[config.mk]
export PLATFORM = sky130hd
export DESIGN_NAME = brc_counters
export DESIGN_NICKNAME = d
export VERILOG_FILES = /design/src/design/brc_pkg.sv /design/src/design/brc_counters.sv /design/src/design/brc_sync2.sv
export SDC_FILE = /design/constraint.sdc
export NUM_CORES = 1
export LEC_CHECK = 0
export ABC_AREA = 0
export BUFFER_PORTS_ARGS = -buffer_cell sky130_fd_sc_hd__buf_2
export CAP_MARGIN = 15
export CORE_MARGIN = 5
export CORE_UTILIZATION = 55
export DETAILED_ROUTE_END_ITERATION = 6
export PLACE_DENSITY = 0.73
export SYNTH_ARGS = -nofsm -noshare
export SYNTH_HDL_FRONTEND = slang
export SYNTH_SLANG_ARGS = --single-unit
[constraint.sdc]
create_clock -name clk_sys_i -period 3.16 [get_ports clk_sys_i]
set_input_delay 0.632 -clock clk_sys_i [delete_from_list [all_inputs] [get_ports clk_sys_i]]
set_output_delay 0.632 -clock clk_sys_i [all_outputs]
set_load 0.005 [all_outputs]
[src/design/brc_pkg.sv]
package brc_pkg;

	localparam int unsigned ERR_W  = 24;
	localparam int unsigned BITS_W = 32;
	localparam int unsigned ADDR_W = 8;
	localparam int unsigned DATA_W = 8;

	// register offsets
	localparam logic [7:0] OFS_CTRL       = 8'hA0;
	localparam logic [7:0] OFS_STATUS     = 8'hA1;
	localparam logic [7:0] OFS_IRQ_STATUS = 8'hA2;
	localparam logic [7:0] OFS_IRQ_CLEAR  = 8'hA3;
	localparam logic [7:0] OFS_IRQ_ENABLE = 8'hA4;
	localparam logic [7:0] OFS_ERR_B0     = 8'h94;
	localparam logic [7:0] OFS_ERR_B1     = 8'h95;
	localparam logic [7:0] OFS_ERR_B2     = 8'h96;
	localparam logic [7:0] OFS_BITS_B0    = 8'h98;
	localparam logic [7:0] OFS_BITS_B1    = 8'h99;
	localparam logic [7:0] OFS_BITS_B2    = 8'h9A;
	localparam logic [7:0] OFS_BITS_B3    = 8'h9B;

	// field positions
	localparam int unsigned CTRL_REQ_BIT     = 0;
	localparam int unsigned STAT_LOST_BIT    = 0;
	localparam int unsigned STAT_PRESENT_BIT = 1;
	localparam int unsigned STAT_DONE_BIT    = 3;

	// reset values
	localparam logic [7:0] RST_BYTE = 8'h00;
	localparam logic [3:0] RST_EVT  = 4'h0;

	// interrupt event layout, bit 3 first
	typedef struct packed {
		logic done_rise;
		logic error_seen;
		logic present_rise;
		logic sync_change;
	} brc_evt_t;

	typedef struct packed {
		logic [BITS_W-1:0] bits;
		logic [ERR_W-1:0]  errors;
	} brc_tally_t;

	typedef enum logic [1:0] {
		SNAP_IDLE,
		SNAP_ZERO
	} brc_snap_state_t;

endpackage : brc_pkg

[src/design/brc_counters.sv]
`timescale 1ns/10ps
// What this block does
// - count detected bit errors, readable by software
// - 24-bit error count, bytes at 94h-96h
// - error count saturates at all ones
// - no error counting while sync lost
// - count every received bit separately
// - 32-bit bit count, bytes 98h-9Bh
// - bit count saturates at all ones
// - hold bit count while sync lost
// - snapshot: copy, clear, zero low, done
// - done forced low when request drops
// - sync-lost status reflects checker lock
// - error-present status: count nonzero
module brc_counters
	import brc_pkg::*;
(
	input  wire logic              clk_sys_i,
	input  wire logic              reset_n_i,
	input  wire logic [ADDR_W-1:0] reg_addr_i,
	input  wire logic [DATA_W-1:0] reg_wdata_i,
	input  wire logic              reg_wr_i,
	input  wire logic              reg_rd_i,
	output logic      [DATA_W-1:0] reg_rdata_o,
	input  wire logic              rx_line_clk_i,
	input  wire logic              rx_bit_error_i,
	input  wire logic              pattern_sync_lost_i,
	output logic                   irq_o
);

	function automatic logic [BITS_W-1:0] sat_inc(
		input logic [BITS_W-1:0] value,
		input logic [BITS_W-1:0] limit,
		input logic              step
	);
		logic [BITS_W-1:0] res;
		res = value;
		if (step && (value != limit)) begin
			res = value + 32'h0000_0001;
		end
		return res;
	endfunction : sat_inc

	// exact 8-bit match, so a stray address never aliases onto a control register
	function automatic logic wr_hit(
		input logic              wr,
		input logic [ADDR_W-1:0] addr,
		input logic [ADDR_W-1:0] ofs
	);
		return wr && (addr == ofs);
	endfunction : wr_hit

	localparam logic [BITS_W-1:0] ERR_MAX  = {{(BITS_W-ERR_W){1'b0}}, {ERR_W{1'b1}}};
	localparam logic [BITS_W-1:0] BITS_MAX = {BITS_W{1'b1}};

	// ---- link inputs, resynchronised
	logic [2:0] link_s;
	logic       line_clk_s;
	logic       bit_error_s;
	logic       sync_lost_s;

	brc_sync2 #(
		.W (3)
	) u_sync (
		.clk_sys_i (clk_sys_i),
		.reset_n_i (reset_n_i),
		.async_i   ({rx_line_clk_i, rx_bit_error_i, ~pattern_sync_lost_i}),
		.sync_o    (link_s)
	);

	assign line_clk_s  = link_s[2];
	assign bit_error_s = link_s[1];
	// carried inverted so the chain's reset value means lost, as the idle pin does
	assign sync_lost_s = ~link_s[0];

	logic line_clk_prev_q;
	logic line_clk_prev_d;
	logic bit_strobe;
	logic count_ok;
	logic error_hit;

	// data and clock share the sync path, so they stay aligned at the edge
	assign bit_strobe = line_clk_s & ~line_clk_prev_q;
	assign count_ok   = bit_strobe & ~sync_lost_s;
	assign error_hit  = count_ok & bit_error_s;

	always_comb begin
		line_clk_prev_d = line_clk_s;
	end

	always_ff @(posedge clk_sys_i or negedge reset_n_i) begin
		if (!reset_n_i) begin
			line_clk_prev_q <= 1'b0;
		end else begin
			line_clk_prev_q <= line_clk_prev_d;
		end
	end

	// ---- control register
	logic snap_req_q;
	logic snap_req_d;
	logic snap_req_prev_q;
	logic snap_req_prev_d;
	logic snap_rise;

	assign snap_rise = snap_req_q & ~snap_req_prev_q;

	always_comb begin
		snap_req_d      = snap_req_q;
		snap_req_prev_d = snap_req_q;
		if (wr_hit(reg_wr_i, reg_addr_i, OFS_CTRL)) begin
			snap_req_d = reg_wdata_i[CTRL_REQ_BIT];
		end
	end

	always_ff @(posedge clk_sys_i or negedge reset_n_i) begin
		if (!reset_n_i) begin
			snap_req_q      <= 1'b0;
			snap_req_prev_q <= 1'b0;
		end else begin
			snap_req_q      <= snap_req_d;
			snap_req_prev_q <= snap_req_prev_d;
		end
	end

	// ---- live tallies, snapshot and sequence
	brc_tally_t      live_q;
	brc_tally_t      live_d;
	brc_tally_t      snap_q;
	brc_tally_t      snap_d;
	brc_snap_state_t state_q;
	brc_snap_state_t state_d;
	logic            done_q;
	logic            done_d;
	logic [BITS_W-1:0] err_next;
	logic [BITS_W-1:0] bits_next;

	always_comb begin
		err_next  = sat_inc({{(BITS_W-ERR_W){1'b0}}, live_q.errors}, ERR_MAX, error_hit);
		bits_next = sat_inc(live_q.bits, BITS_MAX, count_ok);
		live_d    = live_q;
		snap_d    = snap_q;
		state_d   = state_q;
		done_d    = done_q;
		live_d.errors = err_next[ERR_W-1:0];
		live_d.bits   = bits_next;
		unique case (state_q)
			SNAP_IDLE: begin
				if (snap_rise) begin
					// this cycle's bit lands in the fresh tally, so none is lost
					snap_d        = live_q;
					live_d.errors = {{(ERR_W-1){1'b0}}, error_hit};
					live_d.bits   = {{(BITS_W-1){1'b0}}, count_ok};
					done_d        = 1'b0;
					state_d       = SNAP_ZERO;
				end
			end
			SNAP_ZERO: begin
				done_d  = 1'b1;
				state_d = SNAP_IDLE;
			end
			// the two spare codes of the state word fall back to idle
			default: begin
				state_d = SNAP_IDLE;
			end
		endcase
		if (!snap_req_q) begin
			done_d = 1'b0;
		end
	end

	always_ff @(posedge clk_sys_i or negedge reset_n_i) begin
		if (!reset_n_i) begin
			live_q  <= '0;
			snap_q  <= '0;
			state_q <= SNAP_IDLE;
			done_q  <= 1'b0;
		end else begin
			live_q  <= live_d;
			snap_q  <= snap_d;
			state_q <= state_d;
			done_q  <= done_d;
		end
	end

	// ---- status
	logic done_stat;
	logic present_stat;
	logic done_prev_q;
	logic done_prev_d;
	logic present_prev_q;
	logic present_prev_d;
	logic lost_prev_q;
	logic lost_prev_d;

	// gating with the request makes the drop visible in the same cycle
	assign done_stat    = done_q & snap_req_q;
	assign present_stat = (live_q.errors != '0) && (state_q != SNAP_ZERO);

	// ---- interrupt status, clear and enable
	brc_evt_t evt_now;
	brc_evt_t irq_stat_q;
	brc_evt_t irq_stat_d;
	brc_evt_t irq_en_q;
	brc_evt_t irq_en_d;

	always_comb begin
		done_prev_d    = done_stat;
		present_prev_d = present_stat;
		lost_prev_d    = sync_lost_s;
		evt_now.done_rise    = done_stat & ~done_prev_q;
		evt_now.error_seen   = error_hit;
		evt_now.present_rise = present_stat & ~present_prev_q;
		evt_now.sync_change  = sync_lost_s ^ lost_prev_q;
		irq_stat_d = irq_stat_q;
		irq_en_d   = irq_en_q;
		if (wr_hit(reg_wr_i, reg_addr_i, OFS_IRQ_CLEAR)) begin
			irq_stat_d = irq_stat_q & ~brc_evt_t'(reg_wdata_i[3:0]);
		end
		if (wr_hit(reg_wr_i, reg_addr_i, OFS_IRQ_ENABLE)) begin
			irq_en_d = brc_evt_t'(reg_wdata_i[3:0]);
		end
		// a new event beats a clear in the same cycle
		irq_stat_d = irq_stat_d | evt_now;
	end

	always_ff @(posedge clk_sys_i or negedge reset_n_i) begin
		if (!reset_n_i) begin
			done_prev_q    <= 1'b0;
			present_prev_q <= 1'b0;
			lost_prev_q    <= 1'b1;
			irq_stat_q     <= RST_EVT;
			irq_en_q       <= RST_EVT;
		end else begin
			done_prev_q    <= done_prev_d;
			present_prev_q <= present_prev_d;
			lost_prev_q    <= lost_prev_d;
			irq_stat_q     <= irq_stat_d;
			irq_en_q       <= irq_en_d;
		end
	end

	assign irq_o = |(irq_stat_q & irq_en_q);

	// ---- register read; counter bytes have no write path at all
	logic [DATA_W-1:0] rdata_q;
	logic [DATA_W-1:0] rdata_d;
	logic [DATA_W-1:0] rd_mux;

	always_comb begin
		rd_mux = RST_BYTE;
		unique case (reg_addr_i)
			OFS_CTRL: begin
				rd_mux[CTRL_REQ_BIT] = snap_req_q;
			end
			OFS_STATUS: begin
				rd_mux[STAT_LOST_BIT]    = sync_lost_s;
				rd_mux[STAT_PRESENT_BIT] = present_stat;
				rd_mux[STAT_DONE_BIT]    = done_stat;
			end
			OFS_IRQ_STATUS: begin
				rd_mux[3:0] = irq_stat_q;
			end
			OFS_IRQ_ENABLE: begin
				rd_mux[3:0] = irq_en_q;
			end
			OFS_ERR_B0: begin
				rd_mux = snap_q.errors[7:0];
			end
			OFS_ERR_B1: begin
				rd_mux = snap_q.errors[15:8];
			end
			OFS_ERR_B2: begin
				rd_mux = snap_q.errors[23:16];
			end
			OFS_BITS_B0: begin
				rd_mux = snap_q.bits[7:0];
			end
			OFS_BITS_B1: begin
				rd_mux = snap_q.bits[15:8];
			end
			OFS_BITS_B2: begin
				rd_mux = snap_q.bits[23:16];
			end
			OFS_BITS_B3: begin
				rd_mux = snap_q.bits[31:24];
			end
			default: begin
				rd_mux = RST_BYTE;
			end
		endcase
		rdata_d = reg_rd_i ? rd_mux : RST_BYTE;
	end

	always_ff @(posedge clk_sys_i or negedge reset_n_i) begin
		if (!reset_n_i) begin
			rdata_q <= RST_BYTE;
		end else begin
			rdata_q <= rdata_d;
		end
	end

	assign reg_rdata_o = rdata_q;

endmodule : brc_counters

[src/design/brc_sync2.sv]
`timescale 1ns/10ps
module brc_sync2
	import brc_pkg::*;
#(
	parameter int unsigned W = 1
) (
	input  wire logic         clk_sys_i,
	input  wire logic         reset_n_i,
	input  wire logic [W-1:0] async_i,
	output logic      [W-1:0] sync_o
);

	logic [W-1:0] meta_q;
	logic [W-1:0] meta_d;
	logic [W-1:0] sync_q;
	logic [W-1:0] sync_d;

	always_comb begin
		meta_d = async_i;
		sync_d = meta_q;
	end

	// the first stage feeds only the second
	always_ff @(posedge clk_sys_i or negedge reset_n_i) begin
		if (!reset_n_i) begin
			meta_q <= '0;
			sync_q <= '0;
		end else begin
			meta_q <= meta_d;
			sync_q <= sync_d;
		end
	end

	assign sync_o = sync_q;

endmodule : brc_sync2

==> Flow_metrics.wiki <==
{| class="wikitable"
! Metric !! Value
|-
| Maximum clock frequency || 366 MHz
|-
| Buffer type at the clock tree root || clkbuf_16
|-
| Crit. End Element || flip-flop
|-
| Total negative setup slack || 0 ns
|-
| Startpoint of the worst register-to-register path || live_q[24]$_DFF_PN0_
|-
| Share of final-layout standard cells stronger than drive strength 1 || 0.115
|-
| Final Max Tran Viols || 0
|-
| Total of flip-flops plus latches after synthesis || ~140
|-
| Level count of the clock H-tree || 4
|-
| Post-route non-filler standard cell count || 978
|-
| First-pass GRT wire length || 28600 um
|-
| Starting density of the core || 0.558
|-
| Setup repair after global routing missed its margin || no
|-
| Peak fanout along the critical path || 17
|-
| Grt total ovfl || 0
|-
| Routed len/inst || ~18 um
|-
| Combined area of all synthesized cells || ~7000 um2
|-
| Top FF cell, synth || dfrtp_1
|-
| Nets || 820
|-
| Num CTS Buffers || 17
|-
| Power Density || 541 nW/um2
|-
| CTS tree || yes
|-
| Netlist cell types || 64
|-
| 1st-iter DRT viols || 710
|-
| Hold-fix buffers at CTS || 0
|-
| Critical path launch point type || flip-flop
|-
| Most common cell after layout, fill and taps aside || nand2_1
|-
| Largest net degree at the start of global routing || 80
|-
| Post-route minimum period || approximately 2.7 ns
|-
| Seq/Total Area, Yosys || 0.509
|-
| Tightest slew margin relative to the limit || 0.339
|-
| HP Class || primary input to async pin
|-
| Number of standard-cell rows in the floorplan || between 40 and 50
|-
| Area added between synthesis and finish || 13.2%
|-
| Post-synthesis cell count || 774
|-
| Leakage power || 3.62 nW
|-
| Die area || around 15000 um2
|-
| Global-route total usage across every layer || 0.244
|-
| Port Buf Inserts || 27
|-
| Wire length after detailed routing || approximately 17000 um
|-
| Vias || about 6.0k
|-
| Kind of critical path || flip-flop to flip-flop
|-
| Ant. Diodes || 0
|-
| Average footprint of a synthesized cell || 9.03 um2
|-
| Number of placed instances, taps included || 947
|-
| Number of gates given a new drive strength after cts || 0
|-
| Final standard cell utilization of the core || 0.632
|-
| ANT nets after route || 0
|-
| Endpoints failing hold || 0
|-
| Area of the placeable core || 12500 um2
|-
| Outcome || finished, final reports clean
|-
| Post-synth EDFFs || 0
|-
| # IOs || 32
|-
| Portion of the clock cycle consumed by the worst path in the final layout || 0.865
|-
| Count of warnings emitted by yosys || 0
|-
| R2R Setup Slk || 0.43 ns
|-
| Clock-pin slew on the worst setup and hold paths || approximately 0.060 ns
|-
| Total clock sinks || 142
|-
| Reg2Reg Capture Point || live_q[41]$_DFF_PN0_
|-
| HPWL after detailed placement || about 12000 um
|-
| DRC viols || 0
|-
| Overall Power || 4.28 mW
|-
| Commonest cells after routing, fill and taps aside || 197 x nand2_1, 141 x dfrtp_1, 43 x nor2_1
|-
| Number of buffers on the longest clock path || 2
|-
| Share of flip-flops with an asynchronous set or reset after synthesis || 1.00
|-
| Chip Height || 123 um
|-
| Max VDD drop || 0.391 mV
|-
| Setup Viol. Count Final || 0
|-
| Final estimated routing congestion in global placement || 0.917
|-
| Worst Max-Slew Pin Slew || between 0.9 and 1 ns
|-
| Clock skew after layout || just over 0.005 ns
|-
| Mean number of vias per cell || 6.15
|-
| First-pass detailed-route iteration total || 5
|-
| Initial antenna violation count || 0
|-
| Number of cells traversed by the worst register-to-register path || 7
|-
| Synthesized Nets || 800
|-
| Number of buffers inserted to repair setup after CTS || 0
|-
| Max-capacitance violation count || 0
|-
| Die Width || ~120 um
|-
| Clock network latency to the later pin of the worst-skew pair || 0.42 ns
|-
| Critical path required time || roughly 3.5 ns
|-
| Number of global-route vias before repair || 5700
|-
| Data arrival at the endpoint of the critical path || slightly above 3 ns
|}
## final cells by class
cell class              instances  area [um2]
fillers                      1068        4610
flip-flops and latches        142        3550
multi-input cells             577        3230
clock buffers                  22         474
repair buffers                 41         272
well taps                     172         215
clock inverters                 9         110
inverters                      15        56.3
## report_power, final
group          switching [mW]  total [mW]  internal (mW)
logic                   0.196       0.299          0.103
clock network           0.754        1.97           1.22
registers               0.102        2.01           1.91
## worst max path at each step
stage | from | end | slack [ns] | cells past startpoint
finish | live_q[24]$_DFF_PN0_ | live_q[41]$_DFF_PN0_ | 0.43 | 7
global route | live_q[24]$_DFF_PN0_ | live_q[43]$_DFF_PN0_ | 0.28 | 7
CTS | live_q[24]$_DFF_PN0_ | live_q[41]$_DFF_PN0_ | 0.44 | 7
detailed placement | live_q[24]$_DFF_PN0_ | live_q[41]$_DFF_PN0_ | 0.45 | 7
global placement | live_q[24]$_DFF_PN0_ | live_q[45]$_DFF_PN0_ | 0.57 | 7
floorplan | live_q[24]$_DFF_PN0_ | live_q[44]$_DFF_PN0_ | 0.90 | 6
## critical path: stages (launching register included)
cell	delay, ns
dfrtp_1	0.43
ha_1	0.22
nand4_1	0.25
or4_2	0.74
o21ai_2	0.49
buf_4	0.27
o21ai_0	0.09
a21oi_1	0.15
## logic make-up after synthesis
family,after synthesis,share of synthesized area
and+or+nand+nor,393,0.270
AOI/OAI and AO/OA,147,0.138
DFF,142,0.509
buffers and inverters,55,0.0301
xor gates and xnor gates,22,0.0276
muxes,12,0.0211
adders and majority gates,3,0.00537
## flip-flops by register name (all words and copies together), names as in the netlist
signal           count
irq_en_q             4
lost_prev_q          1
live_q              56
done_q               1
snap_q              56
u_sync.sync_o        3
done_prev_q          1
state_q              1
snap_req_prev_d      1
line_clk_prev_q      1
reg_rdata_o          8
snap_req_prev_q      1
u_sync.meta_q        3
irq_stat_q           4
present_prev_q       1
## synth_stat cells (3+ instances only)
| master | n | area (um2) |
|---|---|---|
| nand2_1 | 198 | 743 |
| dfrtp_1 | 141 | 3530 |
| nor2_1 | 43 | 161 |
| o21ai_0 | 41 | 205 |
| a21oi_1 | 33 | 165 |
| clkbuf_1 | 32 | 120 |
| nand3_1 | 29 | 145 |
| nand4_1 | 23 | 144 |
| inv_1 | 15 | 56.3 |
| or3_1 | 15 | 93.8 |
| nor4_1 | 14 | 87.6 |
| or4_1 | 13 | 97.6 |
| xnor2_1 | 12 | 105 |
| nor3_1 | 10 | 50.1 |
| o31ai_1 | 10 | 75.1 |
| xor2_1 | 10 | 87.6 |
| a211oi_1 | 9 | 67.6 |
| a22oi_1 | 9 | 67.6 |
| and3_1 | 8 | 50.1 |
| mux2i_1 | 8 | 80.1 |
| and2_1 | 6 | 37.5 |
| nor2b_1 | 6 | 37.5 |
| a221oi_1 | 5 | 43.8 |
| a31oi_1 | 5 | 31.3 |
| and4_1 | 5 | 43.8 |
| buf_1 | 5 | 18.8 |
| or2_2 | 5 | 31.3 |
| a22o_1 | 4 | 35.0 |
| buf_2 | 3 | 15.0 |
| ha_1 | 3 | 37.5 |
| nor4b_1 | 3 | 26.3 |
| o211ai_1 | 3 | 22.5 |
| o21a_1 | 3 | 22.5 |
## metal layers
layer	vias up	wire [um]	global-route usage
li1	2798	-	-
met1	2924	7630	0.328
met2	256	8160	0.384
met3	38	1210	0.0553
met4	0	420	0.102
met5	-	0	0
## metrics by stage
step | cell area (um2) | hold WS, ns | worst slack [ns]
2_1_floorplan | 6990 | 0.331 | 0.895
3_3_place_gp | 7330 | 0.334 | 0.569
3_5_place_dp | 7330 | 0.337 | 0.450
4_1_cts | 7910 | 0.265 | 0.442
5_1_grt | 7910 | 0.280 | 0.277
6_report | 7910 | 0.224 | 0.425
Power figures use the tool's default switching activity.
